--- config.mk ---
export PLATFORM = sky130hd
export DESIGN_NAME = hbspi_regbank
export DESIGN_NICKNAME = d
export VERILOG_FILES = /design/src/verilog/hbspi_pkg.sv /design/src/verilog/hbspi_interlock.sv /design/src/verilog/hbspi_regbank.sv
export SDC_FILE = /design/constraint.sdc
export NUM_CORES = 1
export LEC_CHECK = 0
export ABC_AREA = 1
export BUFFER_PORTS_ARGS = -buffer_cell sky130_fd_sc_hd__buf_2
export CAP_MARGIN = 40
export CORE_AREA = 2 2 105 107
export CTS_BUF_LIST = sky130_fd_sc_hd__clkbuf_8
export DETAILED_ROUTE_END_ITERATION = 7
export DIE_AREA = 0 0 107 109
export PLACE_DENSITY = 0.75
export SLEW_MARGIN = 20
export SYNTH_ARGS = -nofsm -noshare
export SYNTH_HDL_FRONTEND = slang
export SYNTH_SLANG_ARGS = --single-unit
--- constraint.sdc ---
create_clock -name clk_sys -period 1.91 [get_ports clk_sys]
set_input_delay 0.191 -clock clk_sys [delete_from_list [all_inputs] [get_ports clk_sys]]
set_output_delay 0.191 -clock clk_sys [all_outputs]
set_load 0.005 [all_outputs]
--- src/verilog/hbspi_pkg.sv ---
// Constants shared by the half-bridge SPI control register bank and its testbench.
// Assumes a single 20 MHz system clock and SPI pins synchronous to it.
package hbspi_pkg;

    // ************************************************************
    // Frame layout
    // ************************************************************
    localparam int         FRAME_BITS    = 16;
    localparam int         BYTE_BITS     = 8;
    localparam int         OP_BIT        = 7;
    localparam int         SEL_MSB       = 6;
    localparam int         SEL_LSB       = 4;
    localparam int         FIXED_MSB     = 3;
    localparam int         FIXED_LSB     = 2;
    localparam int         LAST_ADDRESS_TOKEN_BIT      = 1;
    localparam int         TAIL_BIT      = 0;
    localparam logic [1:0] FIXED_VAL     = 2'h0;
    localparam logic       TAIL_VAL      = 1'b1;

    // ************************************************************
    // Register selection codes and reset values
    // ************************************************************
    localparam int         NUM_REGS      = 8;
    localparam logic [2:0] SEL_HB_EN_A   = 3'h0;
    localparam logic [2:0] SEL_CONFIG    = 3'h5;
    localparam logic [7:0] CTRL_RESET    = 8'h00;
    localparam logic [7:0] CONFIG_RESET  = 8'h03;
    localparam logic [7:0] IDLE_RESPONSE = 8'h00;

    // ************************************************************
    // Enable register field layout: pair k holds output k+1
    // ************************************************************
    localparam int         NUM_BRIDGES   = 4;
    localparam int         HS_OFFSET     = 1;
    localparam int         LS_OFFSET     = 0;

    typedef enum logic [2:0]
    {
        HBSPI_IDLE = 3'b001,
        HBSPI_ADDR = 3'b010,
        HBSPI_DATA = 3'b100
    } hbspi_state_t;

endpackage

--- src/verilog/hbspi_interlock.sv ---
// One half-bridge output stage: turns both switches off when both are requested.
// Assumes the requests come straight from a control register.
`timescale 1ns/1ps
module hbspi_interlock
(
    input  wire logic clk_sys,
    input  wire logic rst,
    input  wire logic hs_req,
    input  wire logic ls_req,
    output logic      hs_on_r,
    output logic      ls_on_r
);

    logic hs_on_nxt;
    logic ls_on_nxt;

    // ************************************************************
    // Cross-current interlock
    // ************************************************************
    // Both requests together leave the bridge fully off rather than picking a winner.
    always_comb
    begin
        hs_on_nxt = hs_req & ~ls_req;
        ls_on_nxt = ls_req & ~hs_req;
    end

    always_ff @(posedge clk_sys)
    begin
        if (rst)
        begin
            hs_on_r <= 1'b0;
            ls_on_r <= 1'b0;
        end
        else
        begin
            hs_on_r <= hs_on_nxt;
            ls_on_r <= ls_on_nxt;
        end
    end

    // ************************************************************
    // Checks
    // ************************************************************
    property p_no_cross;
        @(posedge clk_sys) disable iff (rst)
        (hs_req && ls_req) |=> (!hs_on_r && !ls_on_r);
    endproperty
    a_no_cross: assert property (p_no_cross) else $error("Both switches of a bridge were on.");

    property p_single_on;
        @(posedge clk_sys) disable iff (rst)
        (hs_req != ls_req) |=> (hs_on_r == $past(hs_req) && ls_on_r == $past(ls_req));
    endproperty
    a_single_on: assert property (p_single_on) else $error("Single enable did not reach its switch.");

endmodule

--- src/verilog/hbspi_regbank.sv ---
// SPI-reached control register bank of a half-bridge driver, with the output enables.
// Assumes SPI mode 0 pins synchronous to clk_sys and at most a quarter of its rate.
`timescale 1ns/1ps
module hbspi_regbank
#(
    parameter int NUM_BRIDGES = hbspi_pkg::NUM_BRIDGES
)
(
    input  wire logic                   clk_sys,
    input  wire logic                   rst,
    input  wire logic                   spi_sclk,
    input  wire logic                   spi_cs_n,
    input  wire logic                   spi_mosi,
    output logic                        spi_miso,
    output logic                        spi_miso_oe,
    output logic [NUM_BRIDGES-1:0]      high_switch_on,
    output logic [NUM_BRIDGES-1:0]      low_switch_on,
    output logic [7:0]                  config_q
);

    // ************************************************************
    // Declarations
    // ************************************************************
    hbspi_pkg::hbspi_state_t state_r;
    hbspi_pkg::hbspi_state_t state_nxt;
    logic [7:0]              regs_r   [hbspi_pkg::NUM_REGS];
    logic [7:0]              regs_nxt [hbspi_pkg::NUM_REGS];
    logic                    sclk_q_r;
    logic [15:0]             shift_r;
    logic [15:0]             shift_nxt;
    logic [4:0]              count_r;
    logic [4:0]              count_nxt;
    logic [7:0]              tx_r;
    logic [7:0]              tx_nxt;
    logic                    miso_r;
    logic                    miso_nxt;
    logic                    oe_r;
    logic                    oe_nxt;
    logic                    sclk_rise;
    logic                    sclk_fall;
    logic [7:0]              addr_byte;
    logic [7:0]              next_addr;
    logic                    addr_ok;
    logic                    next_addr_ok;
    logic [2:0]              sel;
    logic [2:0]              next_sel;
    logic                    commit;

    assign sclk_rise    = spi_sclk & ~sclk_q_r;
    assign sclk_fall    = ~spi_sclk & sclk_q_r;
    assign addr_byte    = shift_r[15:8];
    assign next_addr    = {shift_r[6:0], spi_mosi};
    assign sel          = addr_byte[hbspi_pkg::SEL_MSB:hbspi_pkg::SEL_LSB];
    assign next_sel     = next_addr[hbspi_pkg::SEL_MSB:hbspi_pkg::SEL_LSB];
    // The token bit does not take part in decoding; the trailing bit and the fixed field do.
    assign addr_ok      = addr_byte[hbspi_pkg::FIXED_MSB:hbspi_pkg::FIXED_LSB] == hbspi_pkg::FIXED_VAL
                          && addr_byte[hbspi_pkg::TAIL_BIT] == hbspi_pkg::TAIL_VAL;
    assign next_addr_ok = next_addr[hbspi_pkg::FIXED_MSB:hbspi_pkg::FIXED_LSB] == hbspi_pkg::FIXED_VAL
                          && next_addr[hbspi_pkg::TAIL_BIT] == hbspi_pkg::TAIL_VAL;
    // A write lands only when the frame closes with exactly sixteen bits, so a cut frame is harmless.
    assign commit       = state_r == hbspi_pkg::HBSPI_DATA && spi_cs_n
                          && count_r == 5'(hbspi_pkg::FRAME_BITS)
                          && addr_byte[hbspi_pkg::OP_BIT] && addr_ok;

    // ************************************************************
    // Frame engine
    // ************************************************************
    always_comb
    begin
        state_nxt = state_r;
        shift_nxt = shift_r;
        count_nxt = count_r;
        tx_nxt    = tx_r;
        miso_nxt  = miso_r;
        oe_nxt    = ~spi_cs_n;
        unique case (state_r)
            hbspi_pkg::HBSPI_IDLE:
            begin
                if (!spi_cs_n)
                begin
                    state_nxt = hbspi_pkg::HBSPI_ADDR;
                    count_nxt = 5'h00;
                    miso_nxt  = hbspi_pkg::IDLE_RESPONSE[7];
                    tx_nxt    = hbspi_pkg::IDLE_RESPONSE;
                end
            end
            hbspi_pkg::HBSPI_ADDR:
            begin
                if (spi_cs_n)
                begin
                    state_nxt = hbspi_pkg::HBSPI_IDLE;
                end
                else if (sclk_rise)
                begin
                    shift_nxt = {shift_r[14:0], spi_mosi};
                    count_nxt = count_r + 5'h01;
                    if (count_r == 5'(hbspi_pkg::BYTE_BITS - 1))
                    begin
                        state_nxt = hbspi_pkg::HBSPI_DATA;
                        tx_nxt    = next_addr_ok ? regs_r[next_sel] : hbspi_pkg::IDLE_RESPONSE;
                    end
                end
            end
            hbspi_pkg::HBSPI_DATA:
            begin
                if (spi_cs_n)
                begin
                    state_nxt = hbspi_pkg::HBSPI_IDLE;
                end
                else if (sclk_rise)
                begin
                    shift_nxt = {shift_r[14:0], spi_mosi};
                    if (count_r != 5'(hbspi_pkg::FRAME_BITS + 1))
                    begin
                        count_nxt = count_r + 5'h01;
                    end
                end
                else if (sclk_fall && count_r <= 5'(hbspi_pkg::FRAME_BITS - 1))
                begin
                    miso_nxt = tx_r[7];
                    tx_nxt   = {tx_r[6:0], 1'b0};
                end
            end
            default:
            begin
                state_nxt = hbspi_pkg::HBSPI_IDLE;
            end
        endcase
    end

    // ************************************************************
    // Control registers
    // ************************************************************
    always_comb
    begin
        for (int i = 0; i < hbspi_pkg::NUM_REGS; i++)
        begin
            regs_nxt[i] = regs_r[i];
        end
        if (commit)
        begin
            regs_nxt[sel] = shift_r[7:0];
        end
    end

    always_ff @(posedge clk_sys)
    begin
        if (rst)
        begin
            state_r  <= hbspi_pkg::HBSPI_IDLE;
            sclk_q_r <= 1'b0;
            shift_r  <= 16'h0000;
            count_r  <= 5'h00;
            tx_r     <= 8'h00;
            miso_r   <= 1'b0;
            oe_r     <= 1'b0;
            for (int i = 0; i < hbspi_pkg::NUM_REGS; i++)
            begin
                regs_r[i] <= (3'(i) == hbspi_pkg::SEL_CONFIG) ? hbspi_pkg::CONFIG_RESET
                                                              : hbspi_pkg::CTRL_RESET;
            end
        end
        else
        begin
            state_r  <= state_nxt;
            sclk_q_r <= spi_sclk;
            shift_r  <= shift_nxt;
            count_r  <= count_nxt;
            tx_r     <= tx_nxt;
            miso_r   <= miso_nxt;
            oe_r     <= oe_nxt;
            for (int i = 0; i < hbspi_pkg::NUM_REGS; i++)
            begin
                regs_r[i] <= regs_nxt[i];
            end
        end
    end

    assign spi_miso    = miso_r;
    assign spi_miso_oe = oe_r;

    // ************************************************************
    // Configuration output register
    // ************************************************************
    logic [7:0] config_r;

    always_ff @(posedge clk_sys)
    begin
        if (rst)
        begin
            config_r <= hbspi_pkg::CONFIG_RESET;
        end
        else
        begin
            config_r <= regs_r[hbspi_pkg::SEL_CONFIG];
        end
    end

    assign config_q = config_r;

    // ************************************************************
    // Output stages
    // ************************************************************
    for (genvar k = 0; k < NUM_BRIDGES; k++)
    begin : g_bridge
        hbspi_interlock u_il
        (
            .clk_sys (clk_sys),
            .rst     (rst),
            .hs_req  (regs_r[hbspi_pkg::SEL_HB_EN_A][2*k+hbspi_pkg::HS_OFFSET]),
            .ls_req  (regs_r[hbspi_pkg::SEL_HB_EN_A][2*k+hbspi_pkg::LS_OFFSET]),
            .hs_on_r (high_switch_on[k]),
            .ls_on_r (low_switch_on[k])
        );
    end

    // ************************************************************
    // Checks
    // ************************************************************
    logic [7:0] en_a;
    assign en_a = regs_r[hbspi_pkg::SEL_HB_EN_A];

    property p_reset_zero;
        @(posedge clk_sys) $fell(rst) |-> (en_a == 8'h00 && regs_r[0] == 8'h00 && high_switch_on == '0);
    endproperty
    a_reset_zero: assert property (p_reset_zero) else $error("Control register not zero after reset.");

    property p_reset_config;
        @(posedge clk_sys) $fell(rst) |-> regs_r[hbspi_pkg::SEL_CONFIG] == 8'h03 ##1 config_q == 8'h03;
    endproperty
    a_reset_config: assert property (p_reset_config) else $error("Configuration not 0x03 after reset.");

    property p_hold;
        @(posedge clk_sys) disable iff (rst)
        !commit |=> $stable(en_a) && $stable(regs_r[hbspi_pkg::SEL_CONFIG]);
    endproperty
    a_hold: assert property (p_hold) else $error("Register changed without a write frame.");

    property p_read_keeps;
        @(posedge clk_sys) disable iff (rst)
        (state_r == hbspi_pkg::HBSPI_DATA && !addr_byte[hbspi_pkg::OP_BIT]) |=> $stable(en_a);
    endproperty
    a_read_keeps: assert property (p_read_keeps) else $error("Read frame altered a register.");

    property p_write_lands;
        @(posedge clk_sys) disable iff (rst)
        commit |=> regs_r[$past(sel)] == $past(shift_r[7:0]);
    endproperty
    a_write_lands: assert property (p_write_lands) else $error("Write data did not land.");

    property p_frame_len;
        @(posedge clk_sys) disable iff (rst)
        commit |-> count_r == 5'h10 && addr_byte[0];
    endproperty
    a_frame_len: assert property (p_frame_len) else $error("Write taken from a bad frame.");

    // The reply line must carry the idle pattern while the address byte is still arriving.
    property p_addr_quiet;
        @(posedge clk_sys) disable iff (rst)
        state_r == hbspi_pkg::HBSPI_ADDR |-> spi_miso == hbspi_pkg::IDLE_RESPONSE[7];
    endproperty
    a_addr_quiet: assert property (p_addr_quiet) else $error("Reply line not quiet in address byte.");

    property p_tx_load;
        @(posedge clk_sys) disable iff (rst)
        (state_r == hbspi_pkg::HBSPI_ADDR && !spi_cs_n && sclk_rise && count_r == 5'h07 && next_addr_ok)
        |=> tx_r == regs_r[$past(next_sel)];
    endproperty
    a_tx_load: assert property (p_tx_load) else $error("Read byte not loaded for reply.");

    property p_oe;
        @(posedge clk_sys) disable iff (rst)
        spi_cs_n |=> !spi_miso_oe;
    endproperty
    a_oe: assert property (p_oe) else $error("Serial output driven while deselected.");

    property p_map;
        @(posedge clk_sys) disable iff (rst)
        (en_a[7] && !en_a[6]) |=> high_switch_on[3] && !low_switch_on[3];
    endproperty
    a_map: assert property (p_map) else $error("Output 4 high enable not mapped to D7.");

    c_write: cover property (@(posedge clk_sys) disable iff (rst) commit && sel == hbspi_pkg::SEL_HB_EN_A);
    c_read: cover property (@(posedge clk_sys) disable iff (rst)
        state_r == hbspi_pkg::HBSPI_DATA && spi_cs_n && !addr_byte[hbspi_pkg::OP_BIT]);
    c_cross: cover property (@(posedge clk_sys) disable iff (rst) en_a[1] && en_a[0]);

endmodule

==> run metrics, run 1 <==
number of buffers created by CTS 17; wire per inst 12.43 um; post-synthesis area per instance 6.654 um^2; layout cells sized above 1 0.1015; Syn. warnings 0; DR vias 4928; 1st-iter DRT viols 360; pre-CTS WS 0.1636 ns; Synth Cell Area 5709 um^2; dpl cell area 5777 um^2; total wire length 12650 um; Seq/Total Area, Yosys 0.4138; GR Util met3 0.06695; clk buf depth 2; synth unique cells 26; TritonCTS clock tree yes; RSZ-0062 raised after global routing false; Min-Delay Endpoint shift_r[0]; Pins Over Slew Limit 0; design area 6146 um^2; initial antenna violation count 0; final hold vios 0; hold_sp spi_mosi; Vias/cell 4.846; Root Buffer clkbuf_8; kind of critical path reg -> reg; Hold Crit Depth 3; M2 GR Usage 0.3512; largest net degree at the start of global routing 38; maximum vdd drop 0.3706 mV; grt ovf 0; clk sinks 118; Hold Crit Class in -> reg; Worst EP required 2.24 ns; outcome completed; MaxCap Viol Count 0; most crowded layer after global routing met2; Setup Buffers After CTS 0; I/O Pins 23; pin slew with the least headroom to its limit 0.5593 ns; portion of total power attributed to sequential cells 0.522; vias in the first global route 4268; worst skew pair latency 0.44 ns; Final Worst Setup Slack 0.1448 ns; Mapped Cells 858; commonest non-fill, non-tap cell in the layout nand2_1; Worst R2R End regs_r[0][2]; RR Startpoint count_r[0]; Worst-path clk slew 0.06 ns; Final Util 0.5797; clock network fraction of total power 0.428; Lkg Pwr 3.291 nW; IO buf count 22; internal power consumption 3.733 mW; Sw Share 0.2284; die area 11660 um^2; met1 usage 0.3039; WP data arrival 2.09 ns; Syn Nets 867; fmax 566.5 MHz; drt drc 0; # setup viols final 0; Ant. Diodes 0; Fin Setup TNS 0 ns; Area Growth Syn to Fin 7.648%; All-Layer GR Usage 0.2288; hpwl dp 8341 um; Detail Route Antenna Nets 0; Core Rows 38; NetSw 1.105 mW; Worst Reg-to-Reg Cells 7; reg2reg setup slack 0.14 ns; core area 10600 um^2; Final GP Congestion 0.8573; nets 876; max-slew headroom at the worst pin 0.6266; first-pass GRT wire length 20670 um; Die H 109 um; Clock Skews 0.007515 ns; post-layout min period 1.765 ns; CTS HTree Levels 4; fin crit share 0.9242; initial core utilization 0.5385; Comb pwr share 0.049; drt pass-1 iters 5; most frequent cells in the layout 270 x nand2_1, 185 x nor2_1, 118 x dfxtp_1; fill count 1071; Crit. End Element flip-flop; crit-path max FO 16; Startpoint Class flip-flop; post-synthesis register bit count 118; Min Hold Slack 0.05041 ns; power per cell area 787.2 nW/um^2; die width 107 um
cell type report:
cell class	count	area [um^2]	area share
multi-input cells	588	2603	0.4235
flip-flops and latches	118	2362	0.3844
inverters	101	379.1	0.06169
clock buffers	22	302.8	0.04927
repair buffers	41	267.8	0.04357
well taps	140	175.2	0.02850
clock inverters	7	56.30	0.009161
worst max-delay path by stage:
stage / startpoint / endpoint / depth (start not counted)
final: count_r[0] / regs_r[0][2] / 7
after global placement: count_r[0] / regs_r[0][4] / 7
after floorplan: count_r[0] / regs_r[5][1] / 8
after detailed placement: count_r[0] / regs_r[0][2] / 7
after global routing: count_r[0] / regs_r[4][1] / 8
after CTS: count_r[0] / regs_r[0][2] / 7
metal layers:
| layer | up-vias | routed length, um |
|---|---|---|
| met5 | - | 0 |
| met4 | 0 | 260 |
| met3 | 22 | 777 |
| met2 | 128 | 5658 |
| met1 | 2188 | 5950 |
| li1 | 2590 | - |
cells by family after synthesis:
| kind of cell | count (synthesis) | synth area share |
|---|---|---|
| and+or+nand+nor | 544 | 0.4111 |
| buffers and inverters | 152 | 0.1304 |
| DFF | 118 | 0.4138 |
| AOI/OAI and AO/OA | 40 | 0.03594 |
| adders and majority gates | 4 | 0.008767 |
power by group through the flow:
| stage | clock (mW) | combinational, mW | sequential [mW] |
|---|---|---|---|
| 6_report | 2.07 | 0.239 | 2.53 |
| 2_1_floorplan | 0 | 0.195 | 2.57 |
| 3_3_place_gp | 0 | 0.233 | 2.58 |
| 4_1_cts | 2.11 | 0.240 | 2.53 |
| 3_5_place_dp | 0 | 0.238 | 2.58 |
| 5_1_grt | 2.22 | 0.276 | 2.53 |
synth_stat cells, drive strengths merged:
| library cell | n | area (um^2) |
|---|---|---|
| a21oi | 15 | 75.07 |
| and3 | 1 | 6.260 |
| buf | 34 | 261.5 |
| clkbuf | 17 | 103.9 |
| clkinv | 1 | 3.750 |
| dfxtp | 118 | 2362 |
| ha | 4 | 50.05 |
| inv | 100 | 375.4 |
| nand2 | 279 | 1075 |
| nand3 | 56 | 280.3 |
| nand4 | 10 | 188.9 |
| nor2 | 188 | 745.7 |
| nor3 | 9 | 45.04 |
| o211ai | 2 | 15.01 |
| o21ai | 23 | 115.1 |
| or2 | 1 | 6.260 |
timing repair:
item,4_1_cts,5_1_grt
hold endpoints to repair,1,0
setup endpoints to repair,0,0
hold buffers,1,0
resized for setup,0,0
through the flow:
step                      total power [mW]  instances
after floorplan                      2.766        858
after global placement               2.812        987
after detailed placement             2.818        987
after CTS                            4.872       1017
after global routing                 5.027       1017
final                                4.838       1017
worst max-delay path, cell delays in order, from the launching register on:
cell,delay (ns)
dfxtp_1,0.36
inv_1,0.10
ha_1,0.17
nand4_2,0.16
nor2_8,0.29
nand4_4,0.29
nor2_1,0.21
nor2_1,0.06
state kept, by name (all words and copies together) (netlist names), named ones only:
signal	count
g_bridge.u_il.ls_on_r	4
regs_r	64
tx_r	8
count_r	5
config_q	8
spi_miso_oe	1
sclk_q_r	1
spi_miso	1
state_r	3
g_bridge.u_il.hs_on_r	4
shift_r	16
Power figures use the tool's default switching activity.
==> run 2: changes to the inputs <==
==> constraint.sdc (replaced) <==
create_clock -name clk_sys -period 1.91 [get_ports clk_sys]
set_input_delay 0.2865 -clock clk_sys [delete_from_list [all_inputs] [get_ports clk_sys]]
set_output_delay 0.2865 -clock clk_sys [all_outputs]
set_load 0.005 [all_outputs]
==> run 2 against run 1 <==
  * Sequential share of layout area fell by 0.45 points
  * Die area unchanged
  * Final cell count up 0.69%
  * Core utilization up 0.68 points
  * Critical path type unchanged
==> run metrics, run 2 (synthesis results as in run 1) <==
Final GP Congestion 0.8508; crit-path cells inv_1, ha_1, nand4_2, nor2_8, buf_4, nand4_2, nor2_1, nor2_1; design area 6218 um^2; RSZ-0062 raised after global routing false; DR vias 4951; fin cells 1024; die area 11660 um^2; CTS Hold Bufs 0; commonest non-fill, non-tap cell in the layout nand2_1; Core Rows 38; number of buffers created by CTS 17; Detail Route Antenna Nets 0; power per cell area 776.1 nW/um^2; Area Growth Syn to Fin 8.919%; Hold Crit Class in -> reg; Vias/cell 4.835; hpwl dp 8314 um; All-Layer GR Usage 0.2323; final hold vios 0; clk sinks 118; reg2reg setup slack 0.14 ns; Largest register FFs 64; CP delay by family, top simple AND/OR/NAND/NOR gates; crit-path max FO 8; Ant. Diodes 0; fill count 988; maximum vdd drop 0.3789 mV; dpl cell area 5784 um^2; Die H 109 um; hold_sp spi_sclk; highest cell delay on the worst timing path 0.36 ns; pin slew with the least headroom to its limit 0.5869 ns; Worst R2R End regs_r[4][2]; IO buf count 22; Largest regs regs_r (64), shift_r (16); vias in the first global route 4410; Largest Register regs_r; grt ovf 0; Pins Over Slew Limit 0; I/O Pins 23; wire per inst 12.82 um; clk buf depth 2; MaxCap Viol Count 0; Lkg Pwr 3.317 nW; Fin Setup TNS 0 ns; Worst EP required 2.25 ns; die width 107 um; core area 10600 um^2; CTS HTree Levels 4; Root Buffer clkbuf_8; # setup viols final 0; initial antenna violation count 0; Final Worst Setup Slack 0.1354 ns; outcome completed; initial core utilization 0.5385; slowest CP cell dfxtp_1; kind of critical path reg -> reg; total wire length 13130 um; buffer and inverter count on the worst path 2; RR Startpoint count_r[0]; Clock Skews 0.006311 ns; Inst Count DP 988; nets 882; WP data arrival 2.11 ns; fin crit share 0.9291; first-pass GRT wire length 21040 um; pre-CTS WS 0.1852 ns; TritonCTS clock tree yes; layout cells sized above 1 0.1097; Crit. End Element flip-flop; drt pass-1 iters 5; Hold Crit Depth 3; largest net degree at the start of global routing 38; most frequent cells in the layout 270 x nand2_1, 185 x nor2_1, 118 x dfxtp_1; fmax 563.5 MHz; Worst Reg-to-Reg Cells 8; max-slew headroom at the worst pin 0.6083; Worst-path clk slew 0.07 ns; drt drc 0; worst skew pair latency 0.44 ns; Min-Delay Endpoint sclk_q_r; Startpoint Class flip-flop; post-layout min period 1.775 ns; Min Hold Slack 0.09161 ns; 1st-iter DRT viols 479
==> run 2: metal layers <==
| layer | wire length (um) | vias to the layer above | part of all wire | track usage |
|---|---|---|---|---|
| li1 | - | 2618 | - | - |
| met1 | 6206 | 2190 | 0.47 | 0.3054 |
| met2 | 5956 | 122 | 0.45 | 0.3767 |
| met3 | 740 | 21 | 0.056 | 0.05619 |
| met4 | 229 | 0 | 0.017 | 0.07699 |
| met5 | 0 | - | 0 | 0 |
==> run 2: metrics by stage <==
| step | total power [mW] | utilization |
|---|---|---|
| 2_1_floorplan | 2.766 | - |
| 3_3_place_gp | 2.814 | 0.5456 |
| 3_5_place_dp | 2.819 | 0.5456 |
| 4_1_cts | 4.842 | 0.5792 |
| 5_1_grt | 4.989 | 0.5865 |
| 6_report | 4.826 | 0.5865 |
==> run 2: area by class of cell <==
type	instances	area, um^2	area share
repair buffers	44	300.3	0.04829
clock inverters	6	26.28	0.004225
multi-input cells	591	2645	0.4254
inverters	101	379.1	0.06097
flip-flops and latches	118	2362	0.3799
well taps	140	175.2	0.02817
clock buffers	24	330.3	0.05312
==> run 2: worst reg2reg max path: stages (launching register included) <==
cell and delay (ns):
dfxtp_1 0.36, inv_1 0.09, ha_1 0.19, nand4_2 0.19
nor2_8 0.19, buf_4 0.19, nand4_2 0.23, nor2_1 0.18
nor2_1 0.06
==> run 2: worst max-delay path by stage <==
stage,start,end,slack (ns),cells past startpoint
5_1_grt,count_r[0],tx_r[6],0.004,11
4_1_cts,count_r[0],regs_r[2][2],0.13,7
2_1_floorplan,count_r[0],regs_r[5][1],0.36,8
3_3_place_gp,count_r[0],regs_r[0][4],0.23,7
3_5_place_dp,count_r[0],regs_r[2][0],0.19,7
6_report,count_r[0],regs_r[4][2],0.14,8
==> run 2: where the power goes <==
group	switching, mW	internal [mW]
combinational	0.162	0.0798
sequential	0.0308	2.50
clock	0.953	1.10
total	1.15	3.68
==> run 2: repair_timing <==
item                       CTS  global route
setup buffers                0             3
setup endpoints to repair    0            37
resized for setup            0             1
